$ cat config.mk
export PLATFORM = sky130hd
export DESIGN_NAME = flash_access_security_gate
export DESIGN_NICKNAME = d
export VERILOG_FILES = /design/src/rtl/flash_gate_pkg.sv /design/src/rtl/vector_scanner.sv /design/src/rtl/repeat_detector.sv /design/src/rtl/flash_access_security_gate.sv
export SDC_FILE = /design/constraint.sdc
export NUM_CORES = 1
export LEC_CHECK = 0
export BUFFER_PORTS_ARGS = -buffer_cell sky130_fd_sc_hd__buf_2
export CAP_MARGIN = 15
export CELL_PAD_IN_SITES_DETAIL_PLACEMENT = 0
export CELL_PAD_IN_SITES_GLOBAL_PLACEMENT = 2
export CORE_MARGIN = 4
export CORE_UTILIZATION = 34
export DETAILED_ROUTE_END_ITERATION = 7
export PLACE_DENSITY_LB_ADDON = 0.1
export SLEW_MARGIN = 20
export SYNTH_ARGS = -nofsm -noshare
export SYNTH_HDL_FRONTEND = slang
export SYNTH_SLANG_ARGS = --single-unit
export TNS_END_PERCENT = 20
$ cat constraint.sdc
create_clock -name ref_clk_i -period 3.85 [get_ports ref_clk_i]
set_clock_uncertainty 0.2 [all_clocks]
set_input_delay 0.77 -clock ref_clk_i [delete_from_list [all_inputs] [get_ports ref_clk_i]]
set_output_delay 0.77 -clock ref_clk_i [all_outputs]
set_load 0.01 [all_outputs]
$ cat src/rtl/flash_gate_pkg.sv
// Shared constants and carrier types for the flash access security gate
package flash_gate_pkg;
	localparam logic [15:0] VEC_TOP_LO      = 16'hffe0;
	localparam logic [15:0] VEC_TOP_HI      = 16'hffff;
	localparam logic [15:0] ERASE_OPT_ADDR  = 16'hfffa;
	localparam logic [15:0] DEBUG_OPT_ADDR  = 16'hfffb;
	localparam logic [7:0]  ERASED_BYTE     = 8'hff;
	localparam logic [15:0] PTR_LO          = 16'h8000;
	localparam logic [15:0] PTR_HI          = 16'hfeff;
	localparam logic [15:0] PCMP_LIMIT      = 16'hff00;
	localparam logic [7:0]  MIN_COUNT       = 8'h08;
	localparam logic [7:0]  HEX_START_MARK  = 8'h3a;
	localparam logic [7:0]  CMD_ERASE       = 8'hf0;
	localparam logic [7:0]  CMD_WRITE       = 8'h30;
	localparam logic [7:0]  CMD_READ        = 8'h40;
	localparam logic [7:0]  CMD_RAM_LOAD    = 8'h60;
	localparam logic [7:0]  CMD_SECURITY    = 8'hfa;
	localparam logic [7:0]  CMD_STATUS      = 8'hc3;

	// Command request from the serial command framer
	typedef struct packed {
		logic [7:0] opcode;
		logic       chip_erase;
	} cmd_req_t;

	// Pointer pair received after the command
	typedef struct packed {
		logic [15:0] password_length_pointer;
		logic [15:0] compare_start_pointer;
	} ptr_pair_t;

	// Flash read port
	typedef struct packed {
		logic        req;
		logic [15:0] addr;
	} flash_rd_t;
endpackage

$ cat src/rtl/vector_scanner.sv
// Scans the top vector range for blank state and option bytes
`timescale 1ns/10ps
`default_nettype none
module vector_scanner
	import flash_gate_pkg::*;
(
	input  wire logic        ref_clk_i,
	input  wire logic        reset_i,
	input  wire logic        start_i,
	output logic             rd_req_o,
	output logic [15:0]      rd_addr_o,
	input  wire logic        rd_valid_i,
	input  wire logic [7:0]  rd_data_i,
	output logic             done_o,
	output logic             blank_o,
	output logic             erase_bypass_o,
	output logic             debug_bypass_o
);
	logic        busy_q;
	logic        wait_q;
	logic [15:0] addr_q;

	assign rd_req_o  = busy_q && !wait_q;
	assign rd_addr_o = addr_q;

	always_ff @(posedge ref_clk_i) begin
		if (reset_i) begin
			busy_q <= 1'b0;
			wait_q <= 1'b0;
			addr_q <= VEC_TOP_LO;
			done_o <= 1'b0;
		end else begin
			done_o <= 1'b0;
			if (start_i && !busy_q) begin
				busy_q <= 1'b1;
				addr_q <= VEC_TOP_LO;
			end else if (busy_q && !wait_q) begin
				wait_q <= 1'b1;
			end else if (busy_q && rd_valid_i) begin
				wait_q <= 1'b0;
				if (addr_q == VEC_TOP_HI) begin
					busy_q <= 1'b0;
					done_o <= 1'b1;
				end else begin
					addr_q <= addr_q + 16'h0001;
				end
			end
		end
	end

	// Fresh classification on every scan, never cached across commands
	always_ff @(posedge ref_clk_i) begin
		if (reset_i) begin
			blank_o        <= 1'b1;
			erase_bypass_o <= 1'b1;
			debug_bypass_o <= 1'b1;
		end else if (start_i && !busy_q) begin
			blank_o <= 1'b1;
		end else if (busy_q && wait_q && rd_valid_i) begin
			if (rd_data_i != ERASED_BYTE)
				blank_o <= 1'b0;
			if (addr_q == ERASE_OPT_ADDR)
				erase_bypass_o <= (rd_data_i == ERASED_BYTE);
			if (addr_q == DEBUG_OPT_ADDR)
				debug_bypass_o <= (rd_data_i == ERASED_BYTE);
		end
	end
endmodule
`default_nettype wire

$ cat src/rtl/repeat_detector.sv
// Flags three identical bytes in a row within a byte stream
`timescale 1ns/10ps
`default_nettype none
module repeat_detector (
	input  wire logic       ref_clk_i,
	input  wire logic       reset_i,
	input  wire logic       clear_i,
	input  wire logic       valid_i,
	input  wire logic [7:0] data_i,
	output logic            repeat_o
);
	logic [7:0] last_q;
	logic [1:0] run_q;
	logic       any_q;

	always_ff @(posedge ref_clk_i) begin
		if (reset_i || clear_i) begin
			last_q   <= 8'h00;
			run_q    <= 2'h0;
			any_q    <= 1'b0;
			repeat_o <= 1'b0;
		end else if (valid_i) begin
			any_q  <= 1'b1;
			last_q <= data_i;
			if (any_q && data_i == last_q) begin
				run_q <= (run_q == 2'h2) ? 2'h2 : run_q + 2'h1;
				if (run_q != 2'h0)
					repeat_o <= 1'b1;
			end else begin
				run_q <= 2'h0;
			end
		end
	end
endmodule
`default_nettype wire

$ cat src/rtl/flash_access_security_gate.sv
// Flash access security gate: authentication, lock and option byte control
`timescale 1ns/10ps
`default_nettype none
module flash_access_security_gate
	import flash_gate_pkg::*;
(
	input  wire logic                    ref_clk_i,
	input  wire logic                    reset_i,
	input  wire logic                    cmd_valid_i,
	input  wire flash_gate_pkg::cmd_req_t cmd_i,
	input  wire logic                    ptr_valid_i,
	input  wire flash_gate_pkg::ptr_pair_t ptr_i,
	input  wire logic                    rx_valid_i,
	input  wire logic [7:0]              rx_data_i,
	input  wire logic                    debug_start_i,
	input  wire logic                    par_mode_i,
	input  wire logic                    par_read_i,
	input  wire logic                    par_write_i,
	input  wire logic                    par_chip_erase_i,
	input  wire logic                    op_done_i,
	input  wire logic                    lock_nv_i,
	input  wire logic                    flash_rd_valid_i,
	input  wire logic [7:0]              flash_rd_data_i,
	output flash_gate_pkg::flash_rd_t    flash_rd_o,
	output logic                         exec_o,
	output logic [7:0]                   exec_cmd_o,
	output logic                         exec_chip_erase_o,
	output logic                         hex_rx_en_o,
	output logic                         hex_rx_valid_o,
	output logic [7:0]                   hex_rx_data_o,
	output logic                         lock_set_o,
	output logic                         lock_clear_o,
	output logic                         debug_grant_o,
	output logic                         par_read_ok_o,
	output logic                         par_write_ok_o,
	output logic                         par_erase_ok_o,
	output logic                         status_blank_o,
	output logic                         idle_o,
	output logic                         pw_error_o
);
	typedef enum logic [3:0] {
		S_READY, S_SCAN, S_WAIT_PTR, S_RD_CNT, S_CHECK, S_STRING,
		S_CMP_RD, S_GRANT, S_HEX_HUNT, S_BUSY, S_DEAD
	} state_t;

	state_t      state_q;
	cmd_req_t    cmd_q;
	logic        debug_q;
	logic [15:0] len_ptr_q;
	logic [15:0] cmp_ptr_q;
	logic [7:0]  count_q;
	logic [7:0]  idx_q;
	logic [7:0]  rx_byte_q;
	logic        rd_wait_q;
	flash_rd_t   rd_next;
	logic        scan_done;
	logic        scan_rd_req;
	logic [15:0] scan_rd_addr;
	logic        blank;
	logic        erase_bypass;
	logic        debug_bypass;
	logic        repeat_hit;
	logic        str_byte;
	logic        needs_string;
	logic        range_ok;

	function automatic logic in_window(input logic [15:0] a, input logic [15:0] hi);
		in_window = (a >= PTR_LO) && (a <= hi);
	endfunction

	function automatic logic is_protected(input logic [7:0] op);
		is_protected = (op == CMD_ERASE) || (op == CMD_WRITE) || (op == CMD_READ) ||
			(op == CMD_RAM_LOAD) || (op == CMD_SECURITY);
	endfunction

	assign str_byte   = (state_q == S_STRING) && rx_valid_i;

	// String is skipped on a blank part, or by a non-debug chip erase under the bypass byte
	always_comb begin
		if (blank)
			needs_string = 1'b0;
		else if (!debug_q && cmd_q.opcode == CMD_ERASE && erase_bypass && cmd_q.chip_erase)
			needs_string = 1'b0;
		else
			needs_string = 1'b1;
	end

	// Range check of pointers and count
	always_comb begin
		range_ok = in_window(len_ptr_q, PTR_HI);
		if (blank)
			range_ok = range_ok && in_window(cmp_ptr_q, PTR_HI);
		else
			range_ok = range_ok && (count_q >= MIN_COUNT) &&
				in_window(cmp_ptr_q, PCMP_LIMIT - {8'h00, count_q});
	end

	logic scan_go_q;

	vector_scanner u_scan (
		.ref_clk_i      (ref_clk_i),
		.reset_i        (reset_i),
		.start_i        (scan_go_q),
		.rd_req_o       (scan_rd_req),
		.rd_addr_o      (scan_rd_addr),
		.rd_valid_i     (flash_rd_valid_i),
		.rd_data_i      (flash_rd_data_i),
		.done_o         (scan_done),
		.blank_o        (blank),
		.erase_bypass_o (erase_bypass),
		.debug_bypass_o (debug_bypass)
	);

	repeat_detector u_rep (
		.ref_clk_i (ref_clk_i),
		.reset_i   (reset_i),
		.clear_i   (state_q == S_CHECK),
		.valid_i   (str_byte),
		.data_i    (rx_data_i),
		.repeat_o  (repeat_hit)
	);

	// Main authentication sequence
	always_ff @(posedge ref_clk_i) begin
		if (reset_i) begin
			state_q    <= S_READY;
			cmd_q      <= '0;
			debug_q    <= 1'b0;
			len_ptr_q  <= 16'h0000;
			cmp_ptr_q  <= 16'h0000;
			count_q    <= 8'h00;
			idx_q      <= 8'h00;
			rx_byte_q  <= 8'h00;
			rd_wait_q  <= 1'b0;
			scan_go_q  <= 1'b0;
			pw_error_o <= 1'b0;
		end else begin
			scan_go_q <= 1'b0;
			unique case (state_q)
				S_READY: begin
					if (debug_start_i) begin
						debug_q   <= 1'b1;
						scan_go_q <= 1'b1;
						state_q   <= S_SCAN;
					end else if (cmd_valid_i && is_protected(cmd_i.opcode)) begin
						cmd_q     <= cmd_i;
						debug_q   <= 1'b0;
						// Of the commands, only chip erase may reach a locked part, it clears the lock
						if (lock_nv_i && !(cmd_i.opcode == CMD_ERASE && cmd_i.chip_erase))
							state_q <= S_DEAD;
						else begin
							scan_go_q <= 1'b1;
							state_q   <= S_SCAN;
						end
					end
				end
				S_SCAN: begin
					if (scan_done) begin
						if (debug_q && !debug_bypass && lock_nv_i)
							state_q <= S_DEAD;
						else if (debug_q)
							state_q <= blank ? S_GRANT : S_WAIT_PTR;
						else
							state_q <= S_WAIT_PTR;
					end
				end
				S_WAIT_PTR: begin
					if (ptr_valid_i) begin
						len_ptr_q <= ptr_i.password_length_pointer;
						cmp_ptr_q <= ptr_i.compare_start_pointer;
						rd_wait_q <= 1'b0;
						state_q   <= S_RD_CNT;
					end
				end
				S_RD_CNT: begin
					rd_wait_q <= 1'b1;
					if (!in_window(len_ptr_q, PTR_HI)) begin
						pw_error_o <= 1'b1;
						state_q    <= S_DEAD;
					end else if (rd_wait_q && flash_rd_valid_i) begin
						count_q <= flash_rd_data_i;
						state_q <= S_CHECK;
					end
				end
				S_CHECK: begin
					idx_q <= 8'h00;
					if (!range_ok) begin
						pw_error_o <= 1'b1;
						state_q    <= S_DEAD;
					end else if (!blank && cmd_q.opcode == CMD_ERASE && erase_bypass &&
							!cmd_q.chip_erase && !debug_q)
						state_q <= S_DEAD;
					else if (needs_string)
						state_q <= S_STRING;
					else if (!debug_q && (cmd_q.opcode == CMD_WRITE || cmd_q.opcode == CMD_RAM_LOAD))
						state_q <= S_HEX_HUNT;
					else
						state_q <= S_GRANT;
				end
				S_STRING: begin
					if (rx_valid_i) begin
						rx_byte_q <= rx_data_i;
						rd_wait_q <= 1'b0;
						state_q   <= S_CMP_RD;
					end
				end
				S_CMP_RD: begin
					rd_wait_q <= 1'b1;
					if (repeat_hit) begin
						pw_error_o <= 1'b1;
						state_q    <= S_DEAD;
					end else if (rd_wait_q && flash_rd_valid_i) begin
						if (flash_rd_data_i != rx_byte_q) begin
							pw_error_o <= 1'b1;
							state_q    <= S_DEAD;
						end else if (idx_q + 8'h01 == count_q)
							state_q <= S_GRANT;
						else begin
							idx_q   <= idx_q + 8'h01;
							state_q <= S_STRING;
						end
					end
				end
				S_GRANT: state_q <= S_BUSY;
				S_HEX_HUNT: begin
					if (rx_valid_i && rx_data_i == HEX_START_MARK)
						state_q <= S_BUSY;
				end
				S_BUSY: begin
					if (op_done_i && !debug_q)
						state_q <= S_READY;
				end
				S_DEAD: state_q <= S_DEAD;
				default: state_q <= S_DEAD;
			endcase
		end
	end

	// Flash read port shared by scanner, count fetch and compare
	always_comb begin
		rd_next.req  = scan_rd_req;
		rd_next.addr = scan_rd_addr;
		if (state_q == S_RD_CNT && !rd_wait_q) begin
			rd_next.req  = 1'b1;
			rd_next.addr = len_ptr_q;
		end else if (state_q == S_CMP_RD && !rd_wait_q) begin
			rd_next.req  = 1'b1;
			rd_next.addr = cmp_ptr_q + {8'h00, idx_q};
		end
	end

	// Registered port costs a cycle per read; every reader waits for valid anyway
	always_ff @(posedge ref_clk_i) begin
		if (reset_i)
			flash_rd_o <= '0;
		else
			flash_rd_o <= rd_next;
	end

	// Grant strobes and lock control
	always_ff @(posedge ref_clk_i) begin
		if (reset_i) begin
			exec_o            <= 1'b0;
			exec_cmd_o        <= 8'h00;
			exec_chip_erase_o <= 1'b0;
			lock_set_o        <= 1'b0;
			lock_clear_o      <= 1'b0;
			debug_grant_o     <= 1'b0;
		end else begin
			exec_o        <= 1'b0;
			lock_set_o    <= 1'b0;
			lock_clear_o  <= 1'b0;
			debug_grant_o <= 1'b0;
			if (state_q == S_GRANT || (state_q == S_HEX_HUNT && rx_valid_i &&
					rx_data_i == HEX_START_MARK)) begin
				if (debug_q)
					debug_grant_o <= 1'b1;
				else begin
					exec_o            <= 1'b1;
					exec_cmd_o        <= cmd_q.opcode;
					exec_chip_erase_o <= cmd_q.chip_erase;
					lock_set_o        <= (cmd_q.opcode == CMD_SECURITY);
					lock_clear_o      <= (cmd_q.opcode == CMD_ERASE) && cmd_q.chip_erase;
				end
			end
		end
	end

	// Hex record stream passes on once the start mark is found on a blank part; after a password grant it passes with no mark
	always_ff @(posedge ref_clk_i) begin
		if (reset_i) begin
			hex_rx_en_o    <= 1'b0;
			hex_rx_valid_o <= 1'b0;
			hex_rx_data_o  <= 8'h00;
		end else begin
			hex_rx_en_o    <= (state_q == S_HEX_HUNT) || (state_q == S_BUSY &&
				(cmd_q.opcode == CMD_WRITE || cmd_q.opcode == CMD_RAM_LOAD) && !debug_q);
			hex_rx_valid_o <= rx_valid_i && ((state_q == S_HEX_HUNT &&
				rx_data_i == HEX_START_MARK) || (state_q == S_BUSY && hex_rx_en_o));
			hex_rx_data_o  <= rx_data_i;
		end
	end

	// Parallel mode gating, status and idle flags
	always_ff @(posedge ref_clk_i) begin
		if (reset_i) begin
			par_read_ok_o  <= 1'b0;
			par_write_ok_o <= 1'b0;
			par_erase_ok_o <= 1'b0;
			status_blank_o <= 1'b1;
			idle_o         <= 1'b0;
		end else begin
			par_read_ok_o  <= par_mode_i && par_read_i && !lock_nv_i;
			par_write_ok_o <= par_mode_i && par_write_i && !lock_nv_i;
			par_erase_ok_o <= par_mode_i && par_chip_erase_i;
			if (scan_done)
				status_blank_o <= blank;
			idle_o <= (state_q == S_DEAD);
		end
	end
endmodule
`default_nettype wire

=== Yosys cells after proc, flatten, opt, wreduce, memory -nomap -nowiden ===
Index checks and enable logic that the tools add are counted.
Widths: inputs -> output; s select.

* Register bits after elaboration: 152
* Input port bits: 70

* Add/sub/neg operators: 5
* Order comparisons: 6
* Equal/unequal tests: 45
* Multiplexer cells: 57
* Bitwise logic cells: 8
* Reductions and logical operators: 94

{| class="wikitable"
|+ Operators by type and width
! kind !! number
|-
| $mux 4 || 18
|-
| $eq 16x16->1 const B || 3
|-
| $logic_and 1x1->1 || 44
|-
| $eq 8x8->1 const B || 5
|-
| $pmux 4 s10 || 1
|-
| $mux 17 || 2
|-
| $ge 16x16->1 const B || 2
|-
| $le 16x16->1 const B || 2
|-
| $mux 8 || 4
|-
| $eq 8x6->1 const B || 3
|-
| $eq 8x7->1 const B || 3
|-
| $mux 1 || 24
|-
| $reduce_and 3->1 || 8
|-
| $ne 2x2->1 const B || 10
|-
| $add 16x1->16 const B || 1
|-
| $add 16x8->16 || 1
|-
| $eq 4x3->1 const B || 4
|-
| $eq 8x8->1 || 2
|-
| $le 16x16->1 || 1
|-
| $pmux 8 s2 || 1
|-
| $eq 4x4->1 const B || 3
|-
| $reduce_and 2->1 || 6
|-
| $reduce_bool 2->1 || 6
|-
| $reduce_and 5->1 || 2
|-
| 24 further kinds || 59
|}

=== Longest topological paths before layout ===
Gate-level depths: netlist of the first run.

* Word-level depth: 10
* Gate-level depth with buffers: 13

=== Modules after synthesis ===
From an unflattened synthesis of the first run, not the netlist that was laid out.

* Cell total of the unflattened synthesis: 905
* Area total of the unflattened synthesis: 7681.1 um^2

{| class="wikitable"
|+ Modules (own cells, without submodules)
! module !! times used !! cells each !! area an instance (um^2) !! sequential area each (um^2)
|-
| flash_access_security_gate || 1 || 721 || 6060.8 || 2362.3
|-
| vector_scanner || 1 || 129 || 1087.3 || 440.4
|-
| repeat_detector || 1 || 55 || 533.0 || 240.2
|}

=== Worst setup path before layout of the first run ===
No wires, ideal clock.

* Path type: register to register
* Start: reg count_q[2]
* End: reg state_q[2]
* Library setup time: 0.086 ns
* Arrival time: 2.899 ns
* Data required time: 3.564 ns
* Setup slack: 0.665 ns
* Stages on the path, launching flop included: 13
* Path buffers: 1
* Cell sequence: dfxtp_1 clkbuf_1 or4_1 nor4_1 xor2_1 ha_1 nand2_1 or2_2 a21oi_1 a2111oi_0 o21ai_0 o311a_2 a211oi_1

* Word-level cells in the longest chain between the ends: 7

{| class="wikitable"
|+ RTL lines
! item !! RTL line !! RTL
|-
| start: declaration || flash_access_security_gate.sv:51 || <nowiki>logic [7:0] count_q;</nowiki>
|-
| start signal: assignment || flash_access_security_gate.sv:181 || <nowiki>count_q <= flash_rd_data_i;</nowiki>
|-
| $sub 9x9->10 || flash_access_security_gate.sv:95 || <nowiki>in_window(cmp_ptr_q, PCMP_LIMIT - {8'h00, count_q});</nowiki>
|-
| $le 16x16->1 || flash_access_security_gate.sv:68 || <nowiki>in_window = (a >= PTR_LO) && (a <= hi);</nowiki>
|-
| $logic_and 1x1->1 || flash_access_security_gate.sv:68 ||
|-
| $logic_and 1x1->1 * || flash_access_security_gate.sv:94 || <nowiki>range_ok = range_ok && (count_q >= MIN_COUNT) &&</nowiki>
|-
| $mux 1 * || flash_access_security_gate.sv:91 || <nowiki>if (blank)</nowiki>
|-
| $mux 4 * || flash_access_security_gate.sv:187 || <nowiki>if (!range_ok) begin</nowiki>
|-
| $pmux 4 s10 * || flash_access_security_gate.sv:139 || <nowiki>unique case (state_q)</nowiki>
|-
| end signal: assignment || flash_access_security_gate.sv:162 || <nowiki>state_q <= blank ? S_GRANT : S_WAIT_PTR;</nowiki>
|-
| end: declaration || flash_access_security_gate.sv:46 || <nowiki>state_t state_q;</nowiki>
|}

Every way passes the cells marked *; elsewhere a longest branch is shown, timed or not.
A chain may end at the register's enable or synchronous reset.

=== Worst setup path in the final report of the first run ===
* Start: reg count_q[0]
* End: reg state_q[2]

The elaborated chain is that of the path after synthesis.

==> results of run 1 <==
state kept, by name, indices dropped and copies added, names as in the netlist, 2 cells and up:
register / flops
cmp_ptr_q: 16
exec_cmd_o: 8
idx_q: 8
count_q: 8
hex_rx_data_o: 8
state_q: 4
flash_rd_o: 17
cmd_q: 9
u_rep.last_q: 8
u_scan.rd_addr_o: 16
len_ptr_q: 16
rx_byte_q: 8
u_rep.run_q: 2
cell type report:
cell class	count	area, um^2
Sequential cell	152	3040
Inverter	22	82.6
Multi-Input combinational cell	687	4170
Clock inverter	12	176
Clock buffer	18	439
Tap cell	275	344
Fill cell	2206	12400
Timing Repair Buffer	133	713
cell usage in the layout, fill, tap and decap left out, types with 7 or more instances in the layout:
| cell | count |
|---|---|
| a211oi_1 | 10 |
| a21oi_1 | 81 |
| a31oi_1 | 8 |
| and3_1 | 13 |
| and4_1 | 9 |
| buf_2 | 114 |
| buf_4 | 19 |
| clkbuf_16 | 17 |
| dfxtp_1 | 152 |
| ha_1 | 23 |
| inv_1 | 21 |
| mux2i_1 | 27 |
| nand2_1 | 140 |
| nand2b_1 | 9 |
| nand3_1 | 28 |
| nand4_1 | 18 |
| nor2_1 | 86 |
| nor2b_1 | 18 |
| nor3_1 | 22 |
| nor3b_1 | 8 |
| nor4_1 | 9 |
| o21ai_0 | 39 |
| or2_2 | 7 |
| xnor2_1 | 32 |
| xor2_1 | 18 |
through the flow:
stage	std cells	setup slack (ns)	utilization [%]	power [W]	area, um^2
detailed placement	1269	0.287	39.1	0.00264	8350
global route	1299	0.0167	42.0	0.00460	8970
CTS	1299	0.253	42.0	0.00443	8970
floorplan	908	0.665	-	0.00233	7480
finish	1299	0.274	42.0	0.00437	8970
global placement	1269	0.395	39.1	0.00264	8350
how the worst max path moves through the flow:
stage | start | end | slack, ns | depth (start not counted)
3_5_place_dp | count_q[1]$_SDFFE_PP0P_ | state_q[2]$_SDFFE_PP0P_ | 0.29 | 11
6_report | count_q[0]$_SDFFE_PP0P_ | state_q[2]$_SDFFE_PP0P_ | 0.27 | 13
5_1_grt | count_q[0]$_SDFFE_PP0P_ | state_q[2]$_SDFFE_PP0P_ | 0.02 | 13
4_1_cts | count_q[1]$_SDFFE_PP0P_ | state_q[2]$_SDFFE_PP0P_ | 0.25 | 11
3_3_place_gp | count_q[1]$_SDFFE_PP0P_ | state_q[2]$_SDFFE_PP0P_ | 0.40 | 11
2_1_floorplan | count_q[2]$_SDFFE_PP0P_ | state_q[2]$_SDFFE_PP0P_ | 0.67 | 12
worst min-delay path, stage by stage, from the launching register on:
cell and delay (ns):
dfxtp_1 0.31, nand2_1 0.05, a21oi_1 0.05
cells by family (layout without fill, tap and decap cells):
| logic type | Yosys count | after routing | synth area share, % |
|---|---|---|---|
| and+or+nand+nor | 396 | 396 | 25.8 |
| DFF | 152 | 152 | 40.7 |
| muxes | 28 | 28 | 3.77 |
| xor gates and xnor gates | 50 | 50 | 5.86 |
| adders and majority gates | 24 | 24 | 4.12 |
| AOI/OAI and AO/OA | 189 | 189 | 16.2 |
| buffers and inverters | 69 | 185 | 3.56 |
power groups by stage:
| stage | clock network [W] | logic (W) | registers, W |
|---|---|---|---|
| 5_1_grt | 0.00189 | 0.000952 | 0.00175 |
| 3_3_place_gp | 0 | 0.000865 | 0.00178 |
| 4_1_cts | 0.00183 | 0.000863 | 0.00174 |
| 2_1_floorplan | 0 | 0.000560 | 0.00177 |
| 6_report | 0.00178 | 0.000855 | 0.00174 |
| 3_5_place_dp | 0 | 0.000859 | 0.00178 |
routing by layer:
| layer | up-vias | share of wire, % | GRT usage [%] |
|---|---|---|---|
| li1 | 3422 | - | - |
| met1 | 3163 | 50 | 27.5 |
| met2 | 111 | 45 | 28.7 |
| met3 | 24 | 3.2 | 3.32 |
| met4 | 0 | 1.6 | 5.33 |
| met5 | - | 0 | 0 |
==> summary.txt, run 1 <==
Unrepaired setup endpoints after global routing: false
Number of synthesized register bits: 152
Flop pwr share: 39.9%
Synth cell count leaders: dfxtp_1, nand2_1, nor2_1
Drt first-iter violations: 439
Largest delay share family, worst path: compound AO/OA/AOI/OAI gates
Reg-to-reg startpoint: count_q[0]$_SDFFE_PP0P_
Worst-Margin Slew: 0.850 ns
Clock tree buffer depth: 2
Initial Util: 35.0%
Die area: 24400 um^2
Critical path data required time: 3.99 ns
Cell mode on critical path: ha_1
Worst r2r dst: state_q[2]$_SDFFE_PP0P_
Period utilization: 92.9%
Final setup violation count: 0
R2R Setup Slk: 0.27 ns
Final GP Congestion: 0.793
Post-detailed-route count of antenna-violating nets: 0
CP endpoint kind: flop
Total setup buffers inserted after CTS: 0
Sink Count: 152
Sw frac: 29.4%
Routed WL per cell: 17.8 um
Post-cts sizing count: 0
Fin. Hold Viols: 0
CP Cell Sequence: inv_1 > ha_1 > nor3b_1 > nand2_1 > xnor2_1 > ha_1 > nand3_1 > or2_2 > a21oi_1 > a2111oi_0 > o21ai_0 > o311a_2 > a211oi_1
Maxcap violations: 0
Seq/Total Area, Yosys: 40.7%
Hpwl dp: 17.2 mm
Vias in the first global route: 6383
Synth Warn #: 0
DR vias/cell: 5.17
Peak VDD IR: 0.000262 V
Num rows: 53
Vias: 6720
Hold EP: len_ptr_q[6]$_SDFFE_PP0P_
CTS tree: done
Initial antenna violation count: 0
Netlist cell types: 69
Internal power: 0.00309 W
Layout cell share with drive strength beyond 1: 18.2%
Port Buffer Count: 115
Status: finished clean
Mapped Cells: 908
# H-tree levels: 4
Worst setup SP type: flop
Antenna diodes: 0
Final wirelength: 23.2 mm
Clk pwr share: 40.6%
Worst-path clk slew: 0.06 ns
Netlist Area Pre-Place: 7480 um^2
Crit path buffers/inverters: 1
Ys async rst share: 0%
Cell accounting for the most synthesized area: dfxtp_1
Headroom to the max-slew limit: 43.1%
Most common cell in the netlist: dfxtp_1
Pwr dens: 488 nW/um^2
Area Overhead vs Synth: 19.9%
Worst EP arrival: 3.71 ns
Max-slew violation count: 0
Hold Crit Class: flop to flop
CP max stage cell: a2111oi_0
Die Y: 156 um
CP max FO: 6
Grt ovf: 0
Leak pwr: 3.64 nW
F_max: 280 MHz
Number of synthesized flops with an enable pin: 0
Synth top area share: 40.7%
Global-route wire length before repair: 36.1 mm
Synthesized Nets: 1002
Worst-skew pair later-pin latency: 0.43 ns
Residual DRC: 0
# hold bufs at CTS: 0
Gate power share: 19.5%
Die width: 156 um
CP Class: flop to flop
Root Buffer: clkbuf_16
Area contributors post-synth: dfxtp_1, nand2_1, a21oi_1
Worst-case reg-to-reg path depth: 13
Avg Inst Size Synth: 8.23 um^2
Core area: 21400 um^2
Pin count of the biggest net entering global routing: 50
Slowest stage delay, CP: 0.48 ns
Total Nets Final: 1107
Prevailing post-synth register cell: dfxtp_1
Hold path depth: 2
Total track usage: 18.9%
Io pins: 116
Sw power: 0.00129 W
WHS: 0.257 ns
Setup TNS: 0 ns
Tmin final: 3.58 ns
TritonCTS Buffers: 17
First-pass iteration count of the detailed router: 4
Hold Crit Start: len_ptr_q[6]$_SDFFE_PP0P_
No activity file was read; power rests on OpenSTA's default activity.
==> run 2, diff against run 1 <==
- PLACE_DENSITY: default -> 0.77
- PLACE_DENSITY_LB_ADDON: 0.1 -> default
- clock period: 3.85 -> 3.5 ns (I/O delays scaled with it)
==> run 2 against run 1 <==
Effect of this change:
- flip-flop and latch count is the same
- hold slack worse by 0.0037 ns
- via count rose by 1.5%
- wire length fell by 2.2%
- clock power hardly changed
- combinational power up 9.8%
- largest cell class unchanged
- global-route usage fell by 0.48 points
- die area did not move
- largest power group is now registers
- critical path depth shrank 2
- utilization about the same
- final cell count is 0.38% higher
- setup slack worse by 0.069 ns
==> summary.txt, run 2 (synthesis results as in run 1) <==
Status: finished clean
Global-route wire length before repair: 35.5 mm
Period utilization: 94.1%
Port Buffer Count: 115
Top reg by flops: flash_rd_o
Crit path buffers/inverters: 0
Initial antenna violation count: 0
Num rows: 53
Drt first-iter violations: 469
Root Buffer: clkbuf_16
Vias in the first global route: 6299
# H-tree levels: 4
Total Nets Final: 1110
Worst EP arrival: 3.44 ns
R2R Setup Slk: 0.21 ns
Sink Count: 152
Final GP Congestion: 0.829
Maxcap violations: 0
Hold Crit Start: len_ptr_q[5]$_SDFFE_PP0P_
Vias: 6820
Core area: 21400 um^2
Pwr dens: 518 nW/um^2
Final wirelength: 22.6 mm
Reg-to-reg startpoint: count_q[1]$_SDFFE_PP0P_
Area Overhead vs Synth: 20.1%
Hpwl dp: 16.8 mm
Leak pwr: 3.65 nW
Slowest stage delay, CP: 0.60 ns
Critical path data required time: 3.64 ns
Grt ovf: 0
Worst-skew pair later-pin latency: 0.43 ns
Pwr Total: 0.00465 W
Fin. Hold Viols: 0
Max reg flops: 17
Die Y: 156 um
First-pass iteration count of the detailed router: 5
Worst-case reg-to-reg path depth: 11
Die area: 24400 um^2
Clock tree buffer depth: 2
CP endpoint kind: flop
Final setup violation count: 0
CP max FO: 5
Peak VDD IR: 0.000304 V
Pin count of the biggest net entering global routing: 108
Initial Util: 35.0%
Total track usage: 18.4%
Hold EP: len_ptr_q[5]$_SDFFE_PP0P_
TritonCTS Buffers: 17
Unrepaired setup endpoints after global routing: false
Most frequent cells in the layout: dfxtp_1, nand2_1, buf_2, nor2_1, a21oi_1
Routed WL per cell: 17.4 um
Largest delay share family, worst path: compound AO/OA/AOI/OAI gates
Io pins: 116
Residual DRC: 0
CTS tree: done
Layout cell share with drive strength beyond 1: 19.0%
CP Cell Sequence: or4_1 > nor4_2 > xor2_1 > ha_1 > nand2_1 > or2_2 > a21oi_1 > a2111oi_2 > o21ai_1 > o311a_2 > a211oi_1
Post-cts sizing count: 2
# hold bufs at CTS: 0
CP max stage cell: or4_1
Worst r2r dst: state_q[2]$_SDFFE_PP0P_
Max-slew violation count: 0
Hold Crit Class: flop to flop
Worst-path clk slew: 0.07 ns
Die width: 156 um
F_max: 304 MHz
Post-detailed-route count of antenna-violating nets: 0
DR vias/cell: 5.23
Hold path depth: 2
Total setup buffers inserted after CTS: 0
Commonest non-fill, non-tap cell in the layout: dfxtp_1
Headroom to the max-slew limit: 36.9%
Antenna diodes: 0
Worst setup SP type: flop
Worst-Margin Slew: 0.944 ns
CP Class: flop to flop
Tmin final: 3.29 ns
Setup TNS: 0 ns
[run 2: cell count changes in the layout (fill, tap and decap cells not counted), sizes merged]
cell    previous run  this run
inv               23        28
clkinv             5         6
buf              133       136
bufinv             4         1
clkbuf            18        17
[run 2: worst max path at each step]
stage                            start                       to  slack, ns  depth (start not counted)
4_1_cts        count_q[1]$_SDFFE_PP0P_  state_q[2]$_SDFFE_PP0P_       0.06                         11
5_1_grt        count_q[1]$_SDFFE_PP0P_  state_q[2]$_SDFFE_PP0P_       0.04                         11
2_1_floorplan  count_q[2]$_SDFFE_PP0P_  state_q[2]$_SDFFE_PP0P_       0.32                         12
3_3_place_gp   count_q[1]$_SDFFE_PP0P_  state_q[2]$_SDFFE_PP0P_       0.12                         11
3_5_place_dp   count_q[1]$_SDFFE_PP0P_  state_q[2]$_SDFFE_PP0P_      -0.02                         11
6_report       count_q[1]$_SDFFE_PP0P_  state_q[2]$_SDFFE_PP0P_       0.21                         11
[run 2: cell type report]
| type | count | area, um^2 |
|---|---|---|
| timing repair buffer | 136 | 748 |
| clock inverter | 15 | 141 |
| inverter | 22 | 82.6 |
| fill | 2267 | 12400 |
| multi-input combinational | 687 | 4190 |
| tap | 275 | 344 |
| clock buffer | 17 | 425 |
| sequential | 152 | 3040 |
[run 2: metal layers]
layer / global-route usage, % / vias to the layer above / wire length (um)
met1: 27.1 / 3200 / 11200
li1: - / 3429 / -
met5: 0 / - / 0
met4: 6.12 / 0 / 412
met2: 27.3 / 164 / 10000
met3: 3.10 / 27 / 959
[run 2: tightest hold or removal path, delay by kind of cell (launching register included)]
| kind | cells | cell delay (ns) |
|---|---|---|
| flip-flops | 1 | 0.31 |
| AND/OR/NAND/NOR | 1 | 0.05 |
| AO/OA/AOI/OAI | 1 | 0.05 |
[run 2: report_power, final]
part	internal [W]	switching [W]
logic	0.000359	0.000580
registers	0.00184	0.0000797
clock network	0.000993	0.000799
total	0.00319	0.00146
[run 2: stage by stage]
stage | cell area, um^2 | setup slack, ns | util, % | hold WS, ns | cells
3_3_place_gp | 8390 | 0.121 | 39.3 | 0.244 | 1272
4_1_cts | 8960 | 0.0590 | 42.0 | 0.253 | 1304
2_1_floorplan | 7480 | 0.315 | - | 0.232 | 908
6_report | 8980 | 0.206 | 42.0 | 0.254 | 1304
5_1_grt | 8980 | 0.0408 | 42.0 | 0.282 | 1304
3_5_place_dp | 8390 | -0.0231 | 39.3 | 0.243 | 1272
==> run 3, diff against run 2 <==
- ABC_AREA: default -> 1
- CORE_UTILIZATION: 34 -> 32
- GPL_TIMING_DRIVEN: default -> 1
==> run 3 against run 2 <==
Effect of this change:
- clock-buffer cell count rose by 2
- cell area grew 2.4%
- die area grew 8.8%
- power down 0.76%
- synthesized cell count rose by 22%
- hold slack gained 0.0030 ns
- critical path depth rose by 8
- largest power group unchanged
- clock power barely moved
==> summary.txt, run 3 <==
Status: finished clean
Slowest stage delay, CP: 0.33 ns
Pwr dens: 502 nW/um^2
Final GP Congestion: 0.832
Worst-skew pair later-pin latency: 0.43 ns
Final-layout fill cell count: 2627
Maxcap violations: 0
Synthesized Nets: 1199
Area contributors post-synth: dfxtp_1, nand2_1, a21oi_1
Worst-Margin Slew: 0.950 ns
Global-route wire length before repair: 39.0 mm
FF+latch area: 3040 um^2
Vias in the first global route: 7157
Post-Place Worst Slack: 0.840 ns
Area Overhead vs Synth: 19.6%
Avg Inst Size Synth: 6.96 um^2
CP max stage cell: dfxtp_1
Commonest non-fill, non-tap cell in the layout: nand2_1
Util after Layout: 39.0%
Antenna diodes: 0
Unrepaired setup endpoints after global routing: false
Max reg flops: 17
Final setup violation count: 0
Total setup buffers inserted after CTS: 0
Critical path data required time: 3.65 ns
Most common cell in the netlist: nand2_1
Prevailing post-synth register cell: dfxtp_1
Core area: 23500 um^2
Most frequent cells in the layout: nand2_1, dfxtp_1, a21oi_1, inv_1, buf_2
CP Cell Sequence: nor3_1 > inv_1 > nor2_1 > inv_1 > o21ai_0 > nand2_1 > ha_1 > a21o_1 > nor2_1 > nand2_1 > nand2_1 > nand2_1 > nand2_1 > nand2_1 > nand2_1 > nand3_1 > nand2_1 > nand2_1 > a21oi_1
F_max: 373 MHz
Netlist Area Pre-Place: 7690 um^2
Num rows: 56
Sink Count: 152
Headroom to the max-slew limit: 36.6%
Largest delay share family, worst path: simple AND/OR/NAND/NOR gates
DR vias/cell: 4.79
Hpwl dp: 18.6 mm
Crit path buffers/inverters: 2
Vias: 7421
Clock tree buffer depth: 2
Synth Warn #: 0
Initial Util: 32.6%
Drt first-iter violations: 392
Mapped Cells: 1105
Hold Crit Class: flop to flop
Fin. Hold Viols: 0
Final wirelength: 24.3 mm
Port Buffer Count: 115
Cells after DPL: 1517
Number of synthesized register bits: 152
Final Cell Area: 9190 um^2
Leak pwr: 4.11 nW
Io pins: 116
Post-detailed-route count of antenna-violating nets: 0
# hold bufs at CTS: 0
CP max FO: 4
Top reg by flops: flash_rd_o
Fin worst setup slack: 0.819 ns
Total Nets Final: 1311
CTS tree: done
Synth cell count leaders: nand2_1, dfxtp_1, a21oi_1
Root Buffer: clkbuf_16
Layout Cells excl Fill: 1549
Grt ovf: 0
Netlist cell types: 45
Post-cts sizing count: 0
Ys async rst share: 0%
Worst setup SP type: flop
Die area: 26600 um^2
Tmin final: 2.68 ns
Routed WL per cell: 15.7 um
Total track usage: 18.6%
Max-slew violation count: 0
Number of synthesized flops with an enable pin: 0
Peak VDD IR: 0.000262 V
Synth top area share: 39.6%
Setup TNS: 0 ns
Die width: 163 um
Initial antenna violation count: 0
Cell mode on critical path: nand2_1
Seq/Total Area, Yosys: 39.6%
Worst EP arrival: 2.83 ns
Die Y: 163 um
Cell accounting for the most synthesized area: dfxtp_1
TritonCTS Buffers: 17
Multi-input logic area: 3950 um^2
Layout cell share with drive strength beyond 1: 16.7%
# H-tree levels: 4
Post-Place Cell Area: 8620 um^2
Pin count of the biggest net entering global routing: 50
First-pass iteration count of the detailed router: 5
Residual DRC: 0
CP Class: flop to flop
Worst-path clk slew: 0.07 ns
Period utilization: 76.6%
CP endpoint kind: flop
[run 3: cell count changes after synthesis, sizes merged, moves of 8 or more]
cell,before,now
a21oi,81,130
and3,13,1
and4,9,0
clkbuf,41,25
inv,22,142
mux2i,27,0
nand2,140,229
nand2b,9,0
nand3,28,80
nor2,88,117
nor2b,18,0
nor3b,8,0
o21ai,40,88
xnor2,32,6
[run 3: routing by layer]
layer / GRT usage, % / routed length [um]
met5: 0 / 0
met2: 30.9 / 11200
met3: 3.54 / 1070
met1: 25.3 / 11700
met4: 3.58 / 261
[run 3: final timing paths]
| check | startpoint | endpoint | slack [ns] | depth (start not counted) |
|---|---|---|---|---|
| hold / removal | cmd_q[1]$_SDFFE_PP0P_ | cmd_q[1]$_SDFFE_PP0P_ | 0.26 | 2 |
| setup / recovery | count_q[1]$_SDFFE_PP0P_ | state_q[0]$_SDFFE_PP0P_ | 0.82 | 19 |
| hold reg to reg | cmd_q[1]$_SDFFE_PP0P_ | cmd_q[1]$_SDFFE_PP0P_ | 0.26 | 2 |
| setup reg to reg | count_q[1]$_SDFFE_PP0P_ | state_q[0]$_SDFFE_PP0P_ | 0.82 | 19 |
[run 3: final cells by class]
class	instances	area share (%)
Multi-Input combinational cell	775	43.0
Clock buffer	19	4.93
Tap cell	319	4.34
Clock inverter	13	1.29
Inverter	143	5.87
Sequential cell	152	33.1
Timing Repair Buffer	128	7.46
[run 3: stage by stage]
step | total power [W] | hold WS (ns)
final | 0.00461 | 0.257
after global routing | 0.00487 | 0.277
after CTS | 0.00466 | 0.261
after detailed placement | 0.00285 | 0.250
after global placement | 0.00285 | 0.243
after floorplan | 0.00255 | 0.229
[run 3: tightest hold or removal path: stages (launching register included)]
cell,delay [ns]
dfxtp_1,0.31
nand3_1,0.07
inv_1,0.04
[run 3: kinds of logic (layout without fill, tap and decap cells)]
logic type	count (synthesis)	in the layout	synth area share, %
adders and majority gates	24	24	4.00
and+or+nand+nor	481	481	27.3
xor gates and xnor gates	27	27	3.08
DFF	152	152	39.6
AOI/OAI and AO/OA	243	243	17.0
buffers and inverters	178	303	9.02
[run 3: report_power, final]
group	switching (W)	leakage (nW)	internal, W
sequential	0.000103	1.24	0.00185
combinational	0.000563	2.59	0.000290
clock	0.000785	0.284	0.00102
